$ cat config.mk
export PLATFORM = sky130hd
export DESIGN_NAME = synth_ctrl_device_flat
export DESIGN_NICKNAME = d
export VERILOG_FILES = /design/src/verilog/synth_ctrl_pkg.sv /design/src/verilog/synth_link_if.sv /design/src/verilog/synth_ctrl_device.sv /design/src/flat_wrapper.sv
export VERILOG_INCLUDE_DIRS = /design/src /design/src/verilog
export SDC_FILE = /design/constraint.sdc
export NUM_CORES = 1
export LEC_CHECK = 0
export BUFFER_PORTS_ARGS = -buffer_cell sky130_fd_sc_hd__buf_2
export CAP_MARGIN = 20
export CORE_UTILIZATION = 58
export CTS_CLUSTER_DIAMETER = 30
export DETAILED_ROUTE_END_ITERATION = 8
export PLACE_DENSITY = 0.8
export SYNTH_ARGS = -nofsm -noshare
export SYNTH_HDL_FRONTEND = slang
export SYNTH_SLANG_ARGS = --single-unit
$ cat constraint.sdc
create_clock -name core_clk -period 5.04 [get_ports core_clk]
set_clock_uncertainty 0.2 [all_clocks]
set_input_delay 0.252 -clock core_clk [delete_from_list [all_inputs] [get_ports core_clk]]
set_output_delay 0.252 -clock core_clk [all_outputs]
set_load 0.005 [all_outputs]
$ cat src/verilog/synth_ctrl_cfg.svh
// Constants for the synthesizer control link, device end and host end
// Operation
// - Host clears reference word bits 21:19, 17:14
// - Host clears counter word bits 21, 20
// - Lock depth bit: 15/3 or 31/7 comparisons
// - Reference divider 14 bits, never zero
// - Host keeps comparison rate at most 55MHz; host logic does not check it, left to software
// - Fast mode off: select bit picks current
// - Fast mode on: second current only during switchover
// - Programmable counter 13 bits, at least 3
// - Swallow 6 bits, not above programmable counter
// - Prescaler field picks 8, 16, 32, 64
// - Host keeps prescaler output at most 125MHz; host logic does not check it, left to software
// - Shutdown pin low powers down; high runs
// - Both sleep bits: power down at comparison
// - Sync select clear: power down at strobe
// - Writes accepted while shutdown pin low
// - Pump current is unit times code plus one
// - Lock output after consecutive small/large errors
// - Switchover 3+4*code periods, then select clears
// - Divider clear bit holds counters in reset
`ifndef SYNTH_CTRL_CFG_SVH
`define SYNTH_CTRL_CFG_SVH
`define WORD_W        22
`define FRAME_W       24
`define FRAME_MSB     23
`define ADDR_REF      2'h0
`define ADDR_CNT      2'h1
`define ADDR_FUN      2'h2
`define REF_DIV_MSB   13
`define REF_DEPTH_BIT 18
`define CNT_SEL_BIT   19
`define CNT_RSV_MSB   21
`define CNT_RSV_LSB   20
`define PROG_MSB      18
`define PROG_LSB      6
`define SWAL_MSB      5
`define PRE_MSB       21
`define PRE_LSB       20
`define SSEL_BIT      19
`define CP2_MSB       18
`define CP2_LSB       16
`define CP1_MSB       15
`define CP1_LSB       13
`define TMR_MSB       12
`define TMR_LSB       9
`define FAST_MSB      8
`define FAST_LSB      7
`define LD_MSB        4
`define LD_LSB        2
`define SREQ_BIT      1
`define DCLR_BIT      0
`define REF_KEEP      22'h043fff
`define CNT_KEEP      22'h0fffff
`define FAST_ON       2'h3
`define LOCK_SHORT    5'h0f
`define LOCK_LONG     5'h1f
`define UNLOCK_SHORT  5'h03
`define UNLOCK_LONG   5'h07
`define FAST_BASE     6'h03
`define PROG_MIN      13'h0003
`define LD_LOW        3'h0
`define LD_DIGITAL    3'h1
`define LD_NDIV       3'h2
`define LD_HIGH       3'h3
`define LD_RDIV       3'h4
`define LD_ANALOG     3'h5
`define CORE_NS       50
`define SCLK_HALF_NS  200
`define SCLK_HALF_CYC 3'(((`SCLK_HALF_NS) + (`CORE_NS) - 1) / (`CORE_NS))
`define HOST_DATA     4'h0
`define HOST_CMD      4'h4
`define HOST_STAT     4'h8
`define CMD_GO_BIT    8
`define CMD_PDN_BIT   4
`define STAT_BUSY_BIT 0
`define STAT_ERR_BIT  1
`endif

$ cat src/verilog/synth_ctrl_pkg.sv
// Types shared by the synthesizer control ends
`default_nettype none
package synth_ctrl_pkg;
  typedef enum logic [2:0] {
    H_IDLE  = 3'b001,
    H_SHIFT = 3'b010,
    H_LATCH = 3'b100
  } host_state_e;

  typedef logic [21:0] word_t;

  typedef struct packed {
    logic [2:0] clkSy;
    logic [2:0] strSy;
    logic [1:0] datSy;
    logic [1:0] pdnSy;
    logic [23:0] shift;
    word_t      refWord;
    word_t      cntWord;
    word_t      funWord;
    logic       locked;
    logic [4:0] runCnt;
    logic       fastRun;
    logic [5:0] fastCnt;
    logic       sleeping;
    logic       lockPin;
  } dev_state_s;

  typedef struct packed {
    host_state_e state;
    word_t       dataWord;
    logic [23:0] frame;
    logic [4:0]  bitIdx;
    logic [2:0]  halfCnt;
    logic        sclk;
    logic        strobe;
    logic        pdnLevel;
    logic [1:0]  lastAddr;
    logic        error;
    logic [31:0] rdata;
  } host_state_s;
endpackage
`default_nettype wire

$ cat src/verilog/synth_link_if.sv
// Three-wire link plus shutdown pin between host and synthesizer
`default_nettype none
interface synth_link_if;
  logic sclk;
  logic sdata;
  logic latch_strobe;
  logic shutdown_pin_n;
  modport host (output sclk, output sdata, output latch_strobe, output shutdown_pin_n);
  modport device (input sclk, input sdata, input latch_strobe, input shutdown_pin_n);
endinterface
`default_nettype wire

$ cat src/verilog/synth_ctrl_device.sv
// Synthesizer control register bank, serial slave end
`include "synth_ctrl_cfg.svh"
`default_nettype none
module synth_ctrl_device
  import synth_ctrl_pkg::*;
(
  input  wire logic        core_clk,
  input  wire logic        rstn,
  synth_link_if.device     link,
  input  wire logic        compareTick,
  input  wire logic        phaseSmall,
  input  wire logic        nDivOut,
  input  wire logic        rDivOut,
  input  wire logic        analogLock,
  output logic [13:0]      refDivide,
  output logic [12:0]      progCount,
  output logic [5:0]       swallowCount,
  output logic [6:0]       prescalerModulus,
  output logic [2:0]       pumpCode,
  output logic [3:0]       pumpScale,
  output logic             dividerClear,
  output logic             poweredDown,
  output logic             lockDetect,
  output logic             lock_out_mux
);

  dev_state_s s_q;
  dev_state_s s_d;

  logic       clkRise;
  logic       strRise;
  logic       fastMode;
  logic       pdnHigh;
  logic [1:0] frameAddr;
  word_t      frameWord;

  function automatic logic [4:0] lockLimit(input logic depth, input logic isLocked);
    logic [4:0] lim;
    lim = 5'h00;
    if (isLocked) begin
      lim = depth ? `UNLOCK_LONG : `UNLOCK_SHORT;
    end else begin
      lim = depth ? `LOCK_LONG : `LOCK_SHORT;
    end
    return lim;
  endfunction

  function automatic logic [6:0] modulusOf(input logic [1:0] pre);
    logic [6:0] p;
    p = 7'h08 << pre;
    return p;
  endfunction

  function automatic logic [5:0] fastSpan(input logic [3:0] code);
    logic [5:0] n;
    n = 6'({code, 2'b00}) + `FAST_BASE;
    return n;
  endfunction

  // Edges of synchronised link lines
  assign clkRise   = s_q.clkSy[1] & ~s_q.clkSy[2];
  assign strRise   = s_q.strSy[1] & ~s_q.strSy[2];
  assign pdnHigh   = s_q.pdnSy[1];
  assign frameAddr = s_q.shift[1:0];
  assign frameWord = s_q.shift[`FRAME_MSB:2];
  assign fastMode  = s_q.funWord[`FAST_MSB:`FAST_LSB] == `FAST_ON;

  always_comb begin
    s_d = s_q;
    s_d.clkSy = {s_q.clkSy[1:0], link.sclk};
    s_d.strSy = {s_q.strSy[1:0], link.latch_strobe};
    s_d.datSy = {s_q.datSy[0], link.sdata};
    s_d.pdnSy = {s_q.pdnSy[0], link.shutdown_pin_n};

    // Shift in MSB first, select code last
    if (clkRise) begin
      s_d.shift = {s_q.shift[`FRAME_MSB-1:0], s_q.datSy[1]};
    end

    // Fast-lock switchover timer
    if (s_q.fastRun) begin
      if (!fastMode) begin
        s_d.fastRun = 1'b0;
      end else if (compareTick) begin
        if (s_q.fastCnt == 6'h01) begin
          s_d.fastRun = 1'b0;
          s_d.cntWord[`CNT_SEL_BIT] = 1'b0;
        end else begin
          s_d.fastCnt = s_q.fastCnt - 6'h01;
        end
      end
    end

    // Latch word on strobe edge, whatever the shutdown pin
    if (strRise) begin
      unique case (frameAddr)
        `ADDR_REF: begin
          s_d.refWord = frameWord;
        end
        `ADDR_CNT: begin
          s_d.cntWord = frameWord;
          s_d.locked  = 1'b0;
          s_d.runCnt  = 5'h00;
          s_d.fastRun = frameWord[`CNT_SEL_BIT] & fastMode;
          s_d.fastCnt = fastSpan(s_q.funWord[`TMR_MSB:`TMR_LSB]);
        end
        `ADDR_FUN: begin
          s_d.funWord = frameWord;
        end
        default: begin
        end
      endcase
    end

    // Power-down request from the function word
    if (!s_q.funWord[`SREQ_BIT]) begin
      s_d.sleeping = 1'b0;
    end else if (!s_q.funWord[`SSEL_BIT]) begin
      s_d.sleeping = 1'b1;
    end else if (compareTick) begin
      s_d.sleeping = 1'b1;
    end

    // Digital lock detect
    if (dividerClear || poweredDown) begin
      s_d.locked = 1'b0;
      s_d.runCnt = 5'h00;
    end else if (compareTick) begin
      if (phaseSmall != s_q.locked) begin
        if (s_q.runCnt + 5'h01 == lockLimit(s_q.refWord[`REF_DEPTH_BIT], s_q.locked)) begin
          s_d.locked = ~s_q.locked;
          s_d.runCnt = 5'h00;
        end else begin
          s_d.runCnt = s_q.runCnt + 5'h01;
        end
      end else begin
        s_d.runCnt = 5'h00;
      end
    end

    // Lock pin source select
    unique case (s_q.funWord[`LD_MSB:`LD_LSB])
      `LD_LOW:     s_d.lockPin = 1'b0;
      `LD_DIGITAL: s_d.lockPin = s_q.locked;
      `LD_NDIV:    s_d.lockPin = nDivOut;
      `LD_HIGH:    s_d.lockPin = 1'b1;
      `LD_RDIV:    s_d.lockPin = rDivOut;
      `LD_ANALOG:  s_d.lockPin = analogLock;
      default:     s_d.lockPin = 1'b0;
    endcase
  end

  always_ff @(posedge core_clk or negedge rstn) begin
    if (!rstn) begin
      s_q <= '0;
    end else begin
      s_q <= s_d;
    end
  end

  assign refDivide        = s_q.refWord[`REF_DIV_MSB:0];
  assign progCount        = s_q.cntWord[`PROG_MSB:`PROG_LSB];
  assign swallowCount     = s_q.cntWord[`SWAL_MSB:0];
  assign prescalerModulus = modulusOf(s_q.funWord[`PRE_MSB:`PRE_LSB]);

  // Pump current code selection
  always_comb begin
    if (!fastMode) begin
      pumpCode = s_q.cntWord[`CNT_SEL_BIT] ? s_q.funWord[`CP2_MSB:`CP2_LSB]
                                           : s_q.funWord[`CP1_MSB:`CP1_LSB];
    end else begin
      pumpCode = (s_q.cntWord[`CNT_SEL_BIT] && s_q.fastRun) ? s_q.funWord[`CP2_MSB:`CP2_LSB]
                                                           : s_q.funWord[`CP1_MSB:`CP1_LSB];
    end
  end

  assign pumpScale    = {1'b0, pumpCode} + 4'h1;
  assign dividerClear = s_q.funWord[`DCLR_BIT];
  assign poweredDown  = ~pdnHigh | s_q.sleeping;
  assign lockDetect   = s_q.locked;
  assign lock_out_mux = s_q.lockPin;

endmodule
`default_nettype wire

$ cat src/flat_wrapper.sv
// flat-port wrapper written by rule: the top's interface ports become plain ports
module synth_ctrl_device_flat import synth_ctrl_pkg::*;
  (core_clk, rstn, compareTick, phaseSmall, nDivOut, rDivOut, analogLock, refDivide, progCount, swallowCount, prescalerModulus, pumpCode, pumpScale, dividerClear, poweredDown, lockDetect, lock_out_mux, link_sclk, link_sdata, link_latch_strobe, link_shutdown_pin_n);
  synth_link_if link_i ();
  input  wire logic core_clk;
  input  wire logic rstn;
  input  wire logic compareTick;
  input  wire logic phaseSmall;
  input  wire logic nDivOut;
  input  wire logic rDivOut;
  input  wire logic analogLock;
  output logic [13:0] refDivide;
  output logic [12:0] progCount;
  output logic [5:0] swallowCount;
  output logic [6:0] prescalerModulus;
  output logic [2:0] pumpCode;
  output logic [3:0] pumpScale;
  output logic dividerClear;
  output logic poweredDown;
  output logic lockDetect;
  output logic lock_out_mux;
  input wire logic [$bits(link_i.sclk)-1:0] link_sclk;
  input wire logic [$bits(link_i.sdata)-1:0] link_sdata;
  input wire logic [$bits(link_i.latch_strobe)-1:0] link_latch_strobe;
  input wire logic [$bits(link_i.shutdown_pin_n)-1:0] link_shutdown_pin_n;
  assign link_i.sclk = link_sclk;
  assign link_i.sdata = link_sdata;
  assign link_i.latch_strobe = link_latch_strobe;
  assign link_i.shutdown_pin_n = link_shutdown_pin_n;
  synth_ctrl_device u_core (.core_clk(core_clk), .rstn(rstn), .link(link_i), .compareTick(compareTick), .phaseSmall(phaseSmall), .nDivOut(nDivOut), .rDivOut(rDivOut), .analogLock(analogLock), .refDivide(refDivide), .progCount(progCount), .swallowCount(swallowCount), .prescalerModulus(prescalerModulus), .pumpCode(pumpCode), .pumpScale(pumpScale), .dividerClear(dividerClear), .poweredDown(poweredDown), .lockDetect(lockDetect), .lock_out_mux(lock_out_mux));
endmodule
==> out/summary.txt, run 1 <==
OUTCOME
----------------------------------------------------------------------------------
Run status                                                               completed

CELLS AND AREA
----------------------------------------------------------------------------------
Final antenna diode count                                                        0
Final net count                                                                394
Non-Filler Cell Area, Final                                             4990 sq um
Signed area change from the synthesized netlist to the final layout          8.78%
Fraction of layout instances using a drive strength above 1                  43.1%

CRITICAL PATH
----------------------------------------------------------------------------------
Worst Setup EP                                                        pumpScale[2]
Critical Path Start                                                   u_core.s_q[23]
FF-to-FF setup slack                                                       2.53 ns
Data arrival time of the worst path                                        2.15 ns
Kind of end point of the critical path                                primary output
Launch point of the worst reg-to-reg path                             u_core.frameAddr[0]
Path depth of the worst reg2reg path                                             3
RR Endpoint                                                           u_core.progCount[6]
Data required time at the worst endpoint                                   4.59 ns
Type of the setup path with the least slack                           register to primary output
Sort of element at the start of the critical path                         register
Maximum fanout encountered on the critical timing path                           5

TIMING
----------------------------------------------------------------------------------
Setup repair after global routing missed its margin                             no
Final period util                                                            51.7%
Min Tclk post-route                                                        2.61 ns
Number of endpoints with negative hold slack in the final report                 0
Setup-violating endpoint count in the final report                               0
Transition time at the pin with the least slew margin                     0.982 ns
Count of pins over their slew limit                                              0
Worst-case headroom to the max-slew limit                                    34.4%
Final total negative setup slack                                              0 ns
Maximum clock rate                                                         384 MHz

CLOCK NETWORK
----------------------------------------------------------------------------------
# clock sinks                                                                  104
Post-cts repair resize count                                                     0
H-tree levels                                                                    3
Clock tree from TritonCTS                                                    built
Insertion delay to the later sink of the worst-skew pair                   0.35 ns
Deepest clock path buffer count                                                  2
Number of buffers added by the clock tree synthesis step                         9
Setup Buffers After CTS                                                          0
Clock-pin slew on the worst setup and hold paths                           0.10 ns
Clock root buffer master                                              sky130_fd_sc_hd__clkbuf_8

POWER
----------------------------------------------------------------------------------
Portion of total power attributed to combinational logic                     19.8%
Sw Pwr                                                                      608 uW
Static leakage                                                          0.00246 uW
Peak VDD IR                                                                 259 uV
Net switching fraction of the power                                          28.9%
Internal power consumption                                                 1490 uW
PD cells                                                               421 nW/um^2
Clock share of power                                                         23.0%
Flop pwr share                                                               57.2%

ROUTE
----------------------------------------------------------------------------------
Starting DRC count in detailed routing                                         109
Via Count                                                                     2679
Pre-Repair DR Iteration Count                                                    5
Average vias per placed instance                                              5.52
Wire per inst                                                         16.0 microns
Overall routed net length                                                  7.75 mm
DRC viols                                                                        0
Number of routed nets with antenna violations                                    0

DIE
----------------------------------------------------------------------------------
Std cell rows                                                                   32
Initial standard-cell utilization of the core                                59.7%
Total Die Area                                                          8270 sq um
Placeable core area                                                     7690 sq um
Horizontal extent of the die                                          90.9 microns
Height of the chip                                                    90.9 microns
Io pins                                                                         62

SYNTHESIS
----------------------------------------------------------------------------------
Async S/R FF share, synth                                                     100%
Main synth FF type                                                    sky130_fd_sc_hd__dfrtp_1
Number of synthesized flops with an enable pin                                   0
Number of unique standard cell types used by synthesis                          42
Fraction of synthesized cell area taken by the top area cell type            56.7%
Syn_area_per_cell                                                       13.1 sq um
Synthesized netlist cell count                                                 349
Ranking of synthesized cells by area                                  sky130_fd_sc_hd__dfrtp_1, sky130_fd_sc_hd__mux2_2, sky130_fd_sc_hd__buf_4
Dominant cell type by area after synthesis                            sky130_fd_sc_hd__dfrtp_1
Number of synthesized register bits                                            104
Synthesized cell area                                                   4590 sq um
Sequential-to-total area share from yosys stat                               56.7%
Count of yosys warnings during synthesis                                         0

PLACED DESIGN
----------------------------------------------------------------------------------
HPWL after DPL                                                             5.14 mm
Port bufs                                                                       58
Placed instance area                                                    4740 sq um
RD Place Congestion                                                          0.802

GRT
----------------------------------------------------------------------------------
Total overflow reported by the global router                                     0
Overall global routing resource usage                                        19.9%
Global-route wire length before repair                                     13.0 mm
Via count of the first global-routing pass                                    2760
Largest net degree at the start of global routing                               69
Number of antenna violations at the first check in global routing                0

WORST HOLD PATH
----------------------------------------------------------------------------------
Worst min-delay path category                                         primary input to register

RUN
----------------------------------------------------------------------------------
Number of max-cap violations                                                     0

==> per-layer routing <==
metal  routed length [microns]  part of all wire (%)  up-vias  GRT usage, %
met5                         0                     0        -             0
met4                       116                   1.5        0          8.73
met3                       302                   3.9       13          2.93
met2                      3800                    49       76          32.1
met1                      3530                    46     1355          27.2
li1                          -                     -     1235             -
==> registers in the layout, indices dropped and copies added, names as in the netlist, 2 cells and up <==
name,count
u_core.refDivide,14
u_core.s_d,6
u_core.frameAddr,2
u_core.swallowCount,6
u_core.s_q,37
u_core.progCount,13
u_core.frameWord,22
==> worst min path at each step <==
stage	from	endpoint	slack, ns	cells after the start
3_3_place_gp	u_core.s_d[113]	u_core.s_d[114]	0.13	0
3_5_place_dp	u_core.s_d[108]	u_core.s_q[108]	0.14	0
6_report	rDivOut	u_core.lock_out_mux	0.06	4
4_1_cts	rDivOut	u_core.lock_out_mux	0.05	4
5_1_grt	rDivOut	u_core.lock_out_mux	0.06	4
2_1_floorplan	rstn	u_core.dividerClear	-0.24	0
==> power groups by stage <==
stage	Clock [uW]	Sequential (uW)	Combinational [uW]
after floorplan	0	1160	385
after global placement	0	1210	400
after detailed placement	0	1210	418
after CTS	498	1200	422
after global routing	530	1230	456
final	483	1200	416
==> synth_stat cells, drive strengths merged, types with 4 or more instances <==
| cell type | n |
|---|---|
| a211oi | 5 |
| a21oi | 5 |
| buf | 42 |
| clkbuf | 10 |
| dfrtp | 104 |
| ha | 5 |
| inv | 8 |
| mux2 | 79 |
| nand2 | 17 |
| nand3 | 6 |
| nor2 | 7 |
| nor2b | 4 |
| nor4b | 4 |
| o21ai | 11 |
| xnor2 | 6 |
==> cells by family (layout without fill, tap and decap cells) <==
family	after synthesis	after routing	share of synthesized area, %
XOR/XNOR	8	8	1.83
flip-flops	104	104	56.7
multiplexers	82	82	20.0
AO/OA/AOI/OAI	34	34	4.94
AND/OR/NAND/NOR	55	55	6.82
other	1	3	0.0817
buffers and inverters	60	92	8.21
adder cells (fa/ha/maj)	5	5	1.36
==> area by class of cell <==
class                           instances  area [sq um]
Sequential cell                       104          2600
Timing Repair Buffer                   68           388
Inverter                                8          30.0
Clock inverter                          6          47.5
Fill cell                             595          2700
Multi-Input combinational cell        187          1660
Tap cell                              102           128
Clock buffer                           10           138
==> critical path, cell delays in order, from the launching register on <==
cell                      delay [ns]
sky130_fd_sc_hd__dfrtp_1        0.42
sky130_fd_sc_hd__nand2_1        0.06
sky130_fd_sc_hd__o21ai_0        0.43
sky130_fd_sc_hd__mux2_2         0.42
sky130_fd_sc_hd__ha_1           0.20
sky130_fd_sc_hd__xnor2_1        0.14
sky130_fd_sc_hd__buf_2          0.13
==> what timing repair did <==
action | in CTS | in global routing
endpoints found under the setup margin | 0 | 0
hold buffers | 5 | 0
hold endpoints to repair | 71 | 0
==> cell usage in the layout (no fill, tap or decap), types with 2 or more instances in the layout <==
cell                            instances
sky130_fd_sc_hd__a311oi_1               2
sky130_fd_sc_hd__nand2_1               17
sky130_fd_sc_hd__inv_6                  4
sky130_fd_sc_hd__o31ai_1                2
sky130_fd_sc_hd__mux2_2                79
sky130_fd_sc_hd__o21ai_0               11
sky130_fd_sc_hd__dlygate4sd3_1          5
sky130_fd_sc_hd__buf_2                 57
sky130_fd_sc_hd__clkbuf_8              10
sky130_fd_sc_hd__nor4b_1                3
sky130_fd_sc_hd__inv_1                  8
sky130_fd_sc_hd__a211oi_1               5
sky130_fd_sc_hd__nor2_1                 7
sky130_fd_sc_hd__nand3_1                6
sky130_fd_sc_hd__o22ai_1                2
sky130_fd_sc_hd__dfrtp_1              104
sky130_fd_sc_hd__a21oi_1                5
sky130_fd_sc_hd__nor4bb_4               2
sky130_fd_sc_hd__conb_1                 3
sky130_fd_sc_hd__and2_1                 2
sky130_fd_sc_hd__ha_1                   5
sky130_fd_sc_hd__mux2i_1                3
sky130_fd_sc_hd__xnor2_1                6
sky130_fd_sc_hd__nor2b_1                3
sky130_fd_sc_hd__nor3_1                 2
sky130_fd_sc_hd__nand2b_1               2
sky130_fd_sc_hd__and3_1                 3
sky130_fd_sc_hd__buf_4                  5
==> stage by stage <==
| stage | cells | utilization (%) | power [uW] | worst slack [ns] | hold slack, ns |
|---|---|---|---|---|---|
| floorplan | 351 | - | 1540 | 2.80 | -0.244 |
| global placement | 463 | 61.7 | 1610 | 2.55 | 0.131 |
| detailed placement | 463 | 61.7 | 1630 | 2.48 | 0.140 |
| CTS | 484 | 64.7 | 2120 | 2.41 | 0.0478 |
| global route | 485 | 64.9 | 2220 | 2.27 | 0.0637 |
| finish | 485 | 64.9 | 2100 | 2.43 | 0.0600 |
No activity file was read; power rests on OpenSTA's default activity.
==> inputs of run 2 (changes only) <==
CORE_UTILIZATION = 57   (was 58)
PLACE_DENSITY = 0.79   (was 0.8)
clock period = 2.7 ns   (was 5.04 ns; I/O delays follow)
==> out/summary.txt, run 2 (synthesis results as in run 1) <==
OUTCOME
----------------------------------------------------------------------------------
Run status                                                               completed

POWER
----------------------------------------------------------------------------------
Portion of total power attributed to combinational logic                     20.4%   +0.6 points
Sw Pwr                                                                     1090 uW   +80%
Internal power consumption                                                 2860 uW   +92%
Peak VDD IR                                                                 554 uV   +110%
PD cells                                                               777 nW/um^2   +85%
Net switching fraction of the power                                          27.6%   -1.3 points
Clock share of power                                                         23.4%   +0.4 points
Flop pwr share                                                               56.2%   -1.0 points
Static leakage                                                          0.00251 uW   +1.8%

TIMING
----------------------------------------------------------------------------------
Worst-case headroom to the max-slew limit                                    55.2%   +21 points
Min Tclk post-route                                                        2.47 ns
Final total negative setup slack                                              0 ns   unchanged
Setup-violating endpoint count in the final report                               0   unchanged
Transition time at the pin with the least slew margin                     0.673 ns   -0.310 ns
Maximum clock rate                                                         405 MHz
Final period util                                                            91.4%
Number of endpoints with negative hold slack in the final report                 0   unchanged
Count of pins over their slew limit                                              0   unchanged
Setup repair after global routing missed its margin                             no

GRT
----------------------------------------------------------------------------------
Largest net degree at the start of global routing                               55   -20%
Number of antenna violations at the first check in global routing                0   unchanged
Total overflow reported by the global router                                     0   unchanged
Global-route wire length before repair                                     12.7 mm   -2.0%
Global-route track usage on met3                                             4.15%   +1.2 points
Via count of the first global-routing pass                                    2623   -5.0%
Met2 Use GR                                                                  31.0%   -1.2 points
Routing usage on met1                                                        27.2%   about the same
Peak-usage layer in the global routing report                                 met2
Overall global routing resource usage                                        19.7%   -0.28 points

CELLS AND AREA
----------------------------------------------------------------------------------
Final net count                                                                403   +2.3%
Commonest cells after routing, fill and taps aside                    sky130_fd_sc_hd__dfrtp_1, sky130_fd_sc_hd__mux2_2, sky130_fd_sc_hd__buf_2, sky130_fd_sc_hd__nand2_1
Commonest non-fill, non-tap cell in the layout                        sky130_fd_sc_hd__dfrtp_1
Top reg by flops                                                        u_core.s_q
Signed area change from the synthesized netlist to the final layout          10.9%
Number of flip-flops in the largest register                                    37   unchanged
Fraction of layout instances using a drive strength above 1                  42.7%   -0.37 points
Post-Route Utilization                                                       65.5%   +0.60 points
Final antenna diode count                                                        0   unchanged

CRITICAL PATH
----------------------------------------------------------------------------------
Maximum fanout encountered on the critical timing path                           5   unchanged
Buffers & Inverters on Critical Path                                             0   -1
Data arrival time of the worst path                                        2.50 ns   +0.35 ns
Sort of element at the start of the critical path                         register
Kind of cell with the highest combined delay on the critical path     simple AND/OR/NAND/NOR gates
Kind of end point of the critical path                                    register
Longest individual stage delay on the worst path                           0.44 ns   about the same
Type of the setup path with the least slack                           register to register
Standard cell with the maximum stage delay on the critical path       sky130_fd_sc_hd__dfrtp_1
Data required time at the worst endpoint                                   2.73 ns   -1.86 ns
Ordered cell list for the critical path                               ha_1 -> and3_1 -> xnor3_1 -> or3b_4 -> a31oi_1 -> o21ai_0

DIE
----------------------------------------------------------------------------------
Placeable core area                                                     7770 sq um   +1.0%
Io pins                                                                         62   unchanged
Horizontal extent of the die                                          91.7 microns   +0.86%
Total Die Area                                                          8410 sq um   +1.7%
Std cell rows                                                                   32   unchanged
Initial standard-cell utilization of the core                                59.1%   -0.62 points
Height of the chip                                                    91.7 microns   +0.86%

PLACED DESIGN
----------------------------------------------------------------------------------
Port bufs                                                                       58   unchanged
RD Place Congestion                                                          0.808   +0.76%
HPWL after DPL                                                             5.17 mm   +0.66%

CLOCK NETWORK
----------------------------------------------------------------------------------
Clock tree from TritonCTS                                                    built
Clock root buffer master                                              sky130_fd_sc_hd__clkbuf_8
Setup Buffers After CTS                                                          0   unchanged
Clock-pin slew on the worst setup and hold paths                           0.09 ns   about the same
Deepest clock path buffer count                                                  2   unchanged
# clock sinks                                                                  104   unchanged
Number of buffers added by the clock tree synthesis step                         9   unchanged
Insertion delay to the later sink of the worst-skew pair                   0.37 ns   +0.02 ns
H-tree levels                                                                    3   unchanged

ROUTE
----------------------------------------------------------------------------------
Starting DRC count in detailed routing                                         132   +21%
Pre-Repair DR Iteration Count                                                    4   -1
Via Count                                                                     2662   -0.63%
Wire per inst                                                         15.4 microns   -3.3%
Number of routed nets with antenna violations                                    0   unchanged
Average vias per placed instance                                              5.40   -2.2%
Overall routed net length                                                  7.62 mm   -1.8%
DRC viols                                                                        0   unchanged

RUN
----------------------------------------------------------------------------------
Number of max-cap violations                                                     0   unchanged

WORST HOLD PATH
----------------------------------------------------------------------------------
Worst min-delay path category                                         primary input to async pin

-- run 2: cell count changes in the layout (fill, tap and decap cells not counted) --
cell | before | now
sky130_fd_sc_hd__clkbuf_8 | 10 | 9
sky130_fd_sc_hd__buf_12 | 0 | 2
sky130_fd_sc_hd__clkinvlp_4 | 1 | 2
sky130_fd_sc_hd__inv_6 | 4 | 0
sky130_fd_sc_hd__o21ai_1 | 0 | 1
sky130_fd_sc_hd__clkinv_4 | 0 | 1
sky130_fd_sc_hd__buf_4 | 5 | 8
sky130_fd_sc_hd__buf_8 | 1 | 0
sky130_fd_sc_hd__bufinv_16 | 0 | 1
sky130_fd_sc_hd__clkbuf_1 | 0 | 1
sky130_fd_sc_hd__dlygate4sd3_1 | 5 | 10
sky130_fd_sc_hd__o21ai_0 | 11 | 10
-- run 2: timing repair --
item	in CTS	in global routing
endpoints found under the setup margin	0	1
hold buffers	10	0
gates resized for setup	0	1
hold endpoints to repair	61	0
-- run 2: worst reg2reg max path, stage by stage (launching register included) --
cell and delay (ns):
sky130_fd_sc_hd__dfrtp_1 0.44, sky130_fd_sc_hd__ha_1 0.28, sky130_fd_sc_hd__and3_1 0.23, sky130_fd_sc_hd__xnor3_1 0.21, sky130_fd_sc_hd__or3b_4 0.41, sky130_fd_sc_hd__a31oi_1 0.43, sky130_fd_sc_hd__o21ai_0 0.14
-- run 2: through the flow --
stage / hold slack, ns / total power (uW) / instance area (sq um) / setup WS (ns) / instances
6_report: 0.145 / 3960 / 5090 / 0.233 / 493
5_1_grt: 0.166 / 4180 / 5090 / 0.0932 / 493
4_1_cts: 0.155 / 4000 / 5090 / 0.0818 / 493
3_5_place_dp: 0.0190 / 3050 / 4800 / 0.267 / 468
3_3_place_gp: 0.0135 / 3000 / 4800 / 0.365 / 468
2_1_floorplan: -0.361 / 2880 / 4600 / 0.462 / 351
-- run 2: layer usage --
metal  vias up  wire length, microns
li1       1255                     -
met1      1323                  3480
met2        66                  3710
met3        18                   303
met4         0                   131
met5         -                     0
-- run 2: layout make-up --
class	count	area, sq um
Clock buffer	10	128
Inverter	8	30.0
Fill cell	582	2680
Multi-Input combinational cell	187	1660
Tap cell	102	128
Sequential cell	104	2600
Clock inverter	5	58.8
Timing Repair Buffer	77	485
-- run 2: worst paths after layout --
check / startpoint / to / slack (ns) / depth (start not counted)
min in group core_clk: u_core.s_d[110] / u_core.s_d[111] / 0.15 / 0
worst min-delay path: rstn / u_core.s_q[11] / 0.14 / 2
worst min register to register: u_core.s_d[110] / u_core.s_d[111] / 0.15 / 0
worst max register to register: u_core.s_q[9] / u_core.s_q[10] / 0.23 / 6
worst max-delay path: u_core.s_q[9] / u_core.s_q[10] / 0.23 / 6
max in group asynchronous: rstn / u_core.s_q[7] / 1.50 / 3
-- run 2: power groups by stage --
stage	combinational, uW	clock [uW]	sequential [uW]
2_1_floorplan	718	0	2160
3_3_place_gp	760	0	2240
3_5_place_dp	791	0	2260
4_1_cts	822	950	2230
5_1_grt	891	1000	2290
6_report	808	925	2220
==> inputs of run 3 (changes only) <==
ABC_AREA = 1   (was default)
==> out/summary.txt, run 3 <==
OUTCOME
----------------------------------------------------------------------------------
Run status                                                               completed

SYNTHESIS
----------------------------------------------------------------------------------
Ranking of synthesized cells by area                                  sky130_fd_sc_hd__dfrtp_1, sky130_fd_sc_hd__o21ai_0, sky130_fd_sc_hd__nand2_1
Leading cell type by number of instances after synthesis              sky130_fd_sc_hd__nand2_1
Synthesized cell area                                                   4580 sq um   -0.16%
Dominant cell type by area after synthesis                            sky130_fd_sc_hd__dfrtp_1
Main synth FF type                                                    sky130_fd_sc_hd__dfrtp_1
Synthesized netlist cell count                                                 506   +45%
Most used standard cells in the synthesized netlist                   sky130_fd_sc_hd__nand2_1, sky130_fd_sc_hd__dfrtp_1, sky130_fd_sc_hd__o21ai_0, sky130_fd_sc_hd__inv_1, sky130_fd_sc_hd__buf_4
Number of unique standard cell types used by synthesis                          32   -24%
Async S/R FF share, synth                                                     100%   unchanged
Fraction of synthesized cell area taken by the top area cell type            56.8%   +0.093 points
Syn_area_per_cell                                                       9.05 sq um   -31%
Number of synthesized flops with an enable pin                                   0   unchanged
Sequential-to-total area share from yosys stat                               56.8%   +0.093 points
Number of synthesized register bits                                            104   unchanged
Count of yosys warnings during synthesis                                         0   unchanged

CRITICAL PATH
----------------------------------------------------------------------------------
Kind of end point of the critical path                                primary output
Type of the setup path with the least slack                           register to primary output
Sort of element at the start of the critical path                         register
Data required time at the worst endpoint                                   2.37 ns   -0.36 ns
Launch point of the worst reg-to-reg path                             u_core.s_q[114]
Maximum fanout encountered on the critical timing path                           3   -2
Critical Path Start                                                   u_core.s_q[22]
Data arrival time of the worst path                                        2.02 ns   -0.48 ns

TIMING
----------------------------------------------------------------------------------
Final total negative setup slack                                              0 ns   unchanged
Transition time at the pin with the least slew margin                     0.886 ns   +0.213 ns
Worst hold slack across all endpoints                                    0.0187 ns   -0.126 ns
Count of pins over their slew limit                                              0   unchanged
Final period util                                                            87.1%   -4.3 points
Maximum clock rate                                                         425 MHz   +5.0%
Min Tclk post-route                                                        2.35 ns   -0.116 ns
Setup repair after global routing missed its margin                             no
Setup WS post-layout                                                      0.349 ns   +0.116 ns
Worst-case headroom to the max-slew limit                                    40.8%   -14 points
Setup-violating endpoint count in the final report                               0   unchanged
Number of endpoints with negative hold slack in the final report                 0   unchanged

GRT
----------------------------------------------------------------------------------
Largest net degree at the start of global routing                               48   -13%
Via count of the first global-routing pass                                    3167   +21%
Number of antenna violations at the first check in global routing                0   unchanged
Global-route wire length before repair                                     14.8 mm   +16%
Total overflow reported by the global router                                     0   unchanged
Overall global routing resource usage                                        22.6%   +3.0 points

CLOCK NETWORK
----------------------------------------------------------------------------------
Number of buffers inserted by hold repair at cts                                 7   -3
Setup Buffers After CTS                                                          0   unchanged
Deepest clock path buffer count                                                  2   unchanged
# clock sinks                                                                  104   unchanged
Clock tree from TritonCTS                                                    built
Clock root buffer master                                              sky130_fd_sc_hd__clkbuf_8
Post-cts repair resize count                                                     0   unchanged
Insertion delay to the later sink of the worst-skew pair                   0.36 ns   about the same
Number of buffers added by the clock tree synthesis step                         9   unchanged
H-tree levels                                                                    3   unchanged
Clock-pin slew on the worst setup and hold paths                           0.10 ns   about the same

ROUTE
----------------------------------------------------------------------------------
Number of routed nets with antenna violations                                    0   unchanged
Overall routed net length                                                  8.49 mm   +12%
Starting DRC count in detailed routing                                         225   +70%
Wire per inst                                                         13.2 microns   -15%
Pre-Repair DR Iteration Count                                                    5   +1
DRC viols                                                                        0   unchanged
Via Count                                                                     3308   +24%
Average vias per placed instance                                              5.14   -4.9%

POWER
----------------------------------------------------------------------------------
Static leakage                                                          0.00254 uW   +1.3%
Portion of total power attributed to combinational logic                     15.8%   -4.6 points
Internal power consumption                                                 2660 uW   -7.2%
Flop pwr share                                                               52.4%   -3.8 points
Sum of internal, switching and leakage power                               3650 uW   -7.8%
Sw Pwr                                                                      992 uW   -9.3%
Clock share of power                                                         31.8%   +8.4 points
PD cells                                                               724 nW/um^2   -6.9%
Peak VDD IR                                                                 369 uV   -33%
Net switching fraction of the power                                          27.2%   -0.46 points

CELLS AND AREA
----------------------------------------------------------------------------------
Final net count                                                                553   +37%
Number of flip-flops in the largest register                                    37   unchanged
Signed area change from the synthesized netlist to the final layout          10.1%
Fraction of layout instances using a drive strength above 1                  17.9%   -25 points
Layout filler cell count                                                       638   +9.6%
FF/Latch Area                                                           2600 sq um   unchanged
Commonest non-fill, non-tap cell in the layout                        sky130_fd_sc_hd__nand2_1
Commonest cells after routing, fill and taps aside                    sky130_fd_sc_hd__nand2_1, sky130_fd_sc_hd__dfrtp_1, sky130_fd_sc_hd__o21ai_0, sky130_fd_sc_hd__buf_2, sky130_fd_sc_hd__inv_1
Area occupied by multi-input gates                                      1410 sq um   -15%
Final antenna diode count                                                        0   unchanged
Top reg by flops                                                        u_core.s_q

DIE
----------------------------------------------------------------------------------
Horizontal extent of the die                                          91.6 microns   about the same
Placeable core area                                                     7770 sq um   unchanged
Total Die Area                                                          8400 sq um   -0.16%
Initial standard-cell utilization of the core                                59.0%   -0.097 points
Io pins                                                                         62   unchanged
Height of the chip                                                    91.6 microns   about the same
Std cell rows                                                                   32   unchanged

PLACED DESIGN
----------------------------------------------------------------------------------
Placement-stage worst setup slack                                         0.835 ns   +0.568 ns
Port bufs                                                                       58   unchanged
RD Place Congestion                                                          0.875   +8.3%
HPWL after DPL                                                             5.89 mm   +14%

WORST HOLD PATH
----------------------------------------------------------------------------------
Worst min-delay path category                                         primary input to async pin

RUN
----------------------------------------------------------------------------------
Number of max-cap violations                                                     0   unchanged

==> run 3: cell count changes after synthesis, sizes merged, moves of 5 or more <==
cell    before  now
nand2       17  116
mux2        79    0
o21ai       11   90
inv          8   59
nor2         7   27
nand3        6   16
a211oi       5    0
nand4        1    6
==> run 3: area by class of cell <==
class	count	area share, %
repair buffers	72	8.49
clock inverters	6	2.23
inverters	59	4.39
well taps	102	2.53
flip-flops and latches	104	51.6
multi-input cells	291	28.0
clock buffers	10	2.73
==> run 3: cells by family (layout without fill, tap and decap cells) <==
kind of cell               after synthesis  count (layout)  synth area share, %
buffers and inverters                  113             147                 12.5
and+or+nand+nor                        172             172                 16.3
adders and majority gates                5               5                 1.37
other                                    1               3               0.0819
muxes                                    1               1                0.219
AOI/OAI and AO/OA                      106             106                 11.9
xor gates and xnor gates                 4               4                0.765
DFF                                    104             104                 56.8
==> run 3: final timing paths <==
path / end / slack [ns] / cells after the start
max in group asynchronous: u_core.frameWord[10] / 1.54 / 3
worst min-delay path: u_core.refDivide[2] / 0.02 / 2
worst min register to register: u_core.s_d[111] / 0.16 / 0
worst max register to register: u_core.frameWord[16] / 0.89 / 4
min in group core_clk: u_core.s_q[1] / 0.02 / 3
worst max-delay path: pumpScale[2] / 0.35 / 7
==> run 3: per-stage QoR <==
stage	utilization [%]	std cells	cell area (sq um)
floorplan	-	508	4590
global placement	60.8	621	4720
detailed placement	60.8	621	4720
CTS	64.9	644	5040
global route	64.9	644	5040
finish	64.9	644	5040
==> run 3: critical path: stages (launching register included) <==
cell	delay, ns
sky130_fd_sc_hd__dfrtp_1	0.36
sky130_fd_sc_hd__nand2_1	0.12
sky130_fd_sc_hd__o21ai_0	0.32
sky130_fd_sc_hd__mux2i_1	0.31
sky130_fd_sc_hd__inv_1	0.09
sky130_fd_sc_hd__ha_1	0.19
sky130_fd_sc_hd__xnor2_1	0.14
sky130_fd_sc_hd__buf_2	0.13
==> run 3: power groups by stage <==
stage / registers, uW / clock network [uW] / logic, uW
global route: 1940 / 1250 / 670
global placement: 1930 / 0 / 542
detailed placement: 1940 / 0 / 566
floorplan: 1910 / 0 / 455
CTS: 1910 / 1190 / 584
finish: 1910 / 1160 / 576
==> run 3: routing by layer <==
| layer | global-route usage, % | share of wire [%] |
|---|---|---|
| met1 | 30.8 | 46 |
| met2 | 36.2 | 49 |
| met3 | 4.23 | 3.4 |
| met4 | 9.26 | 2.0 |
| met5 | 0 | 0 |
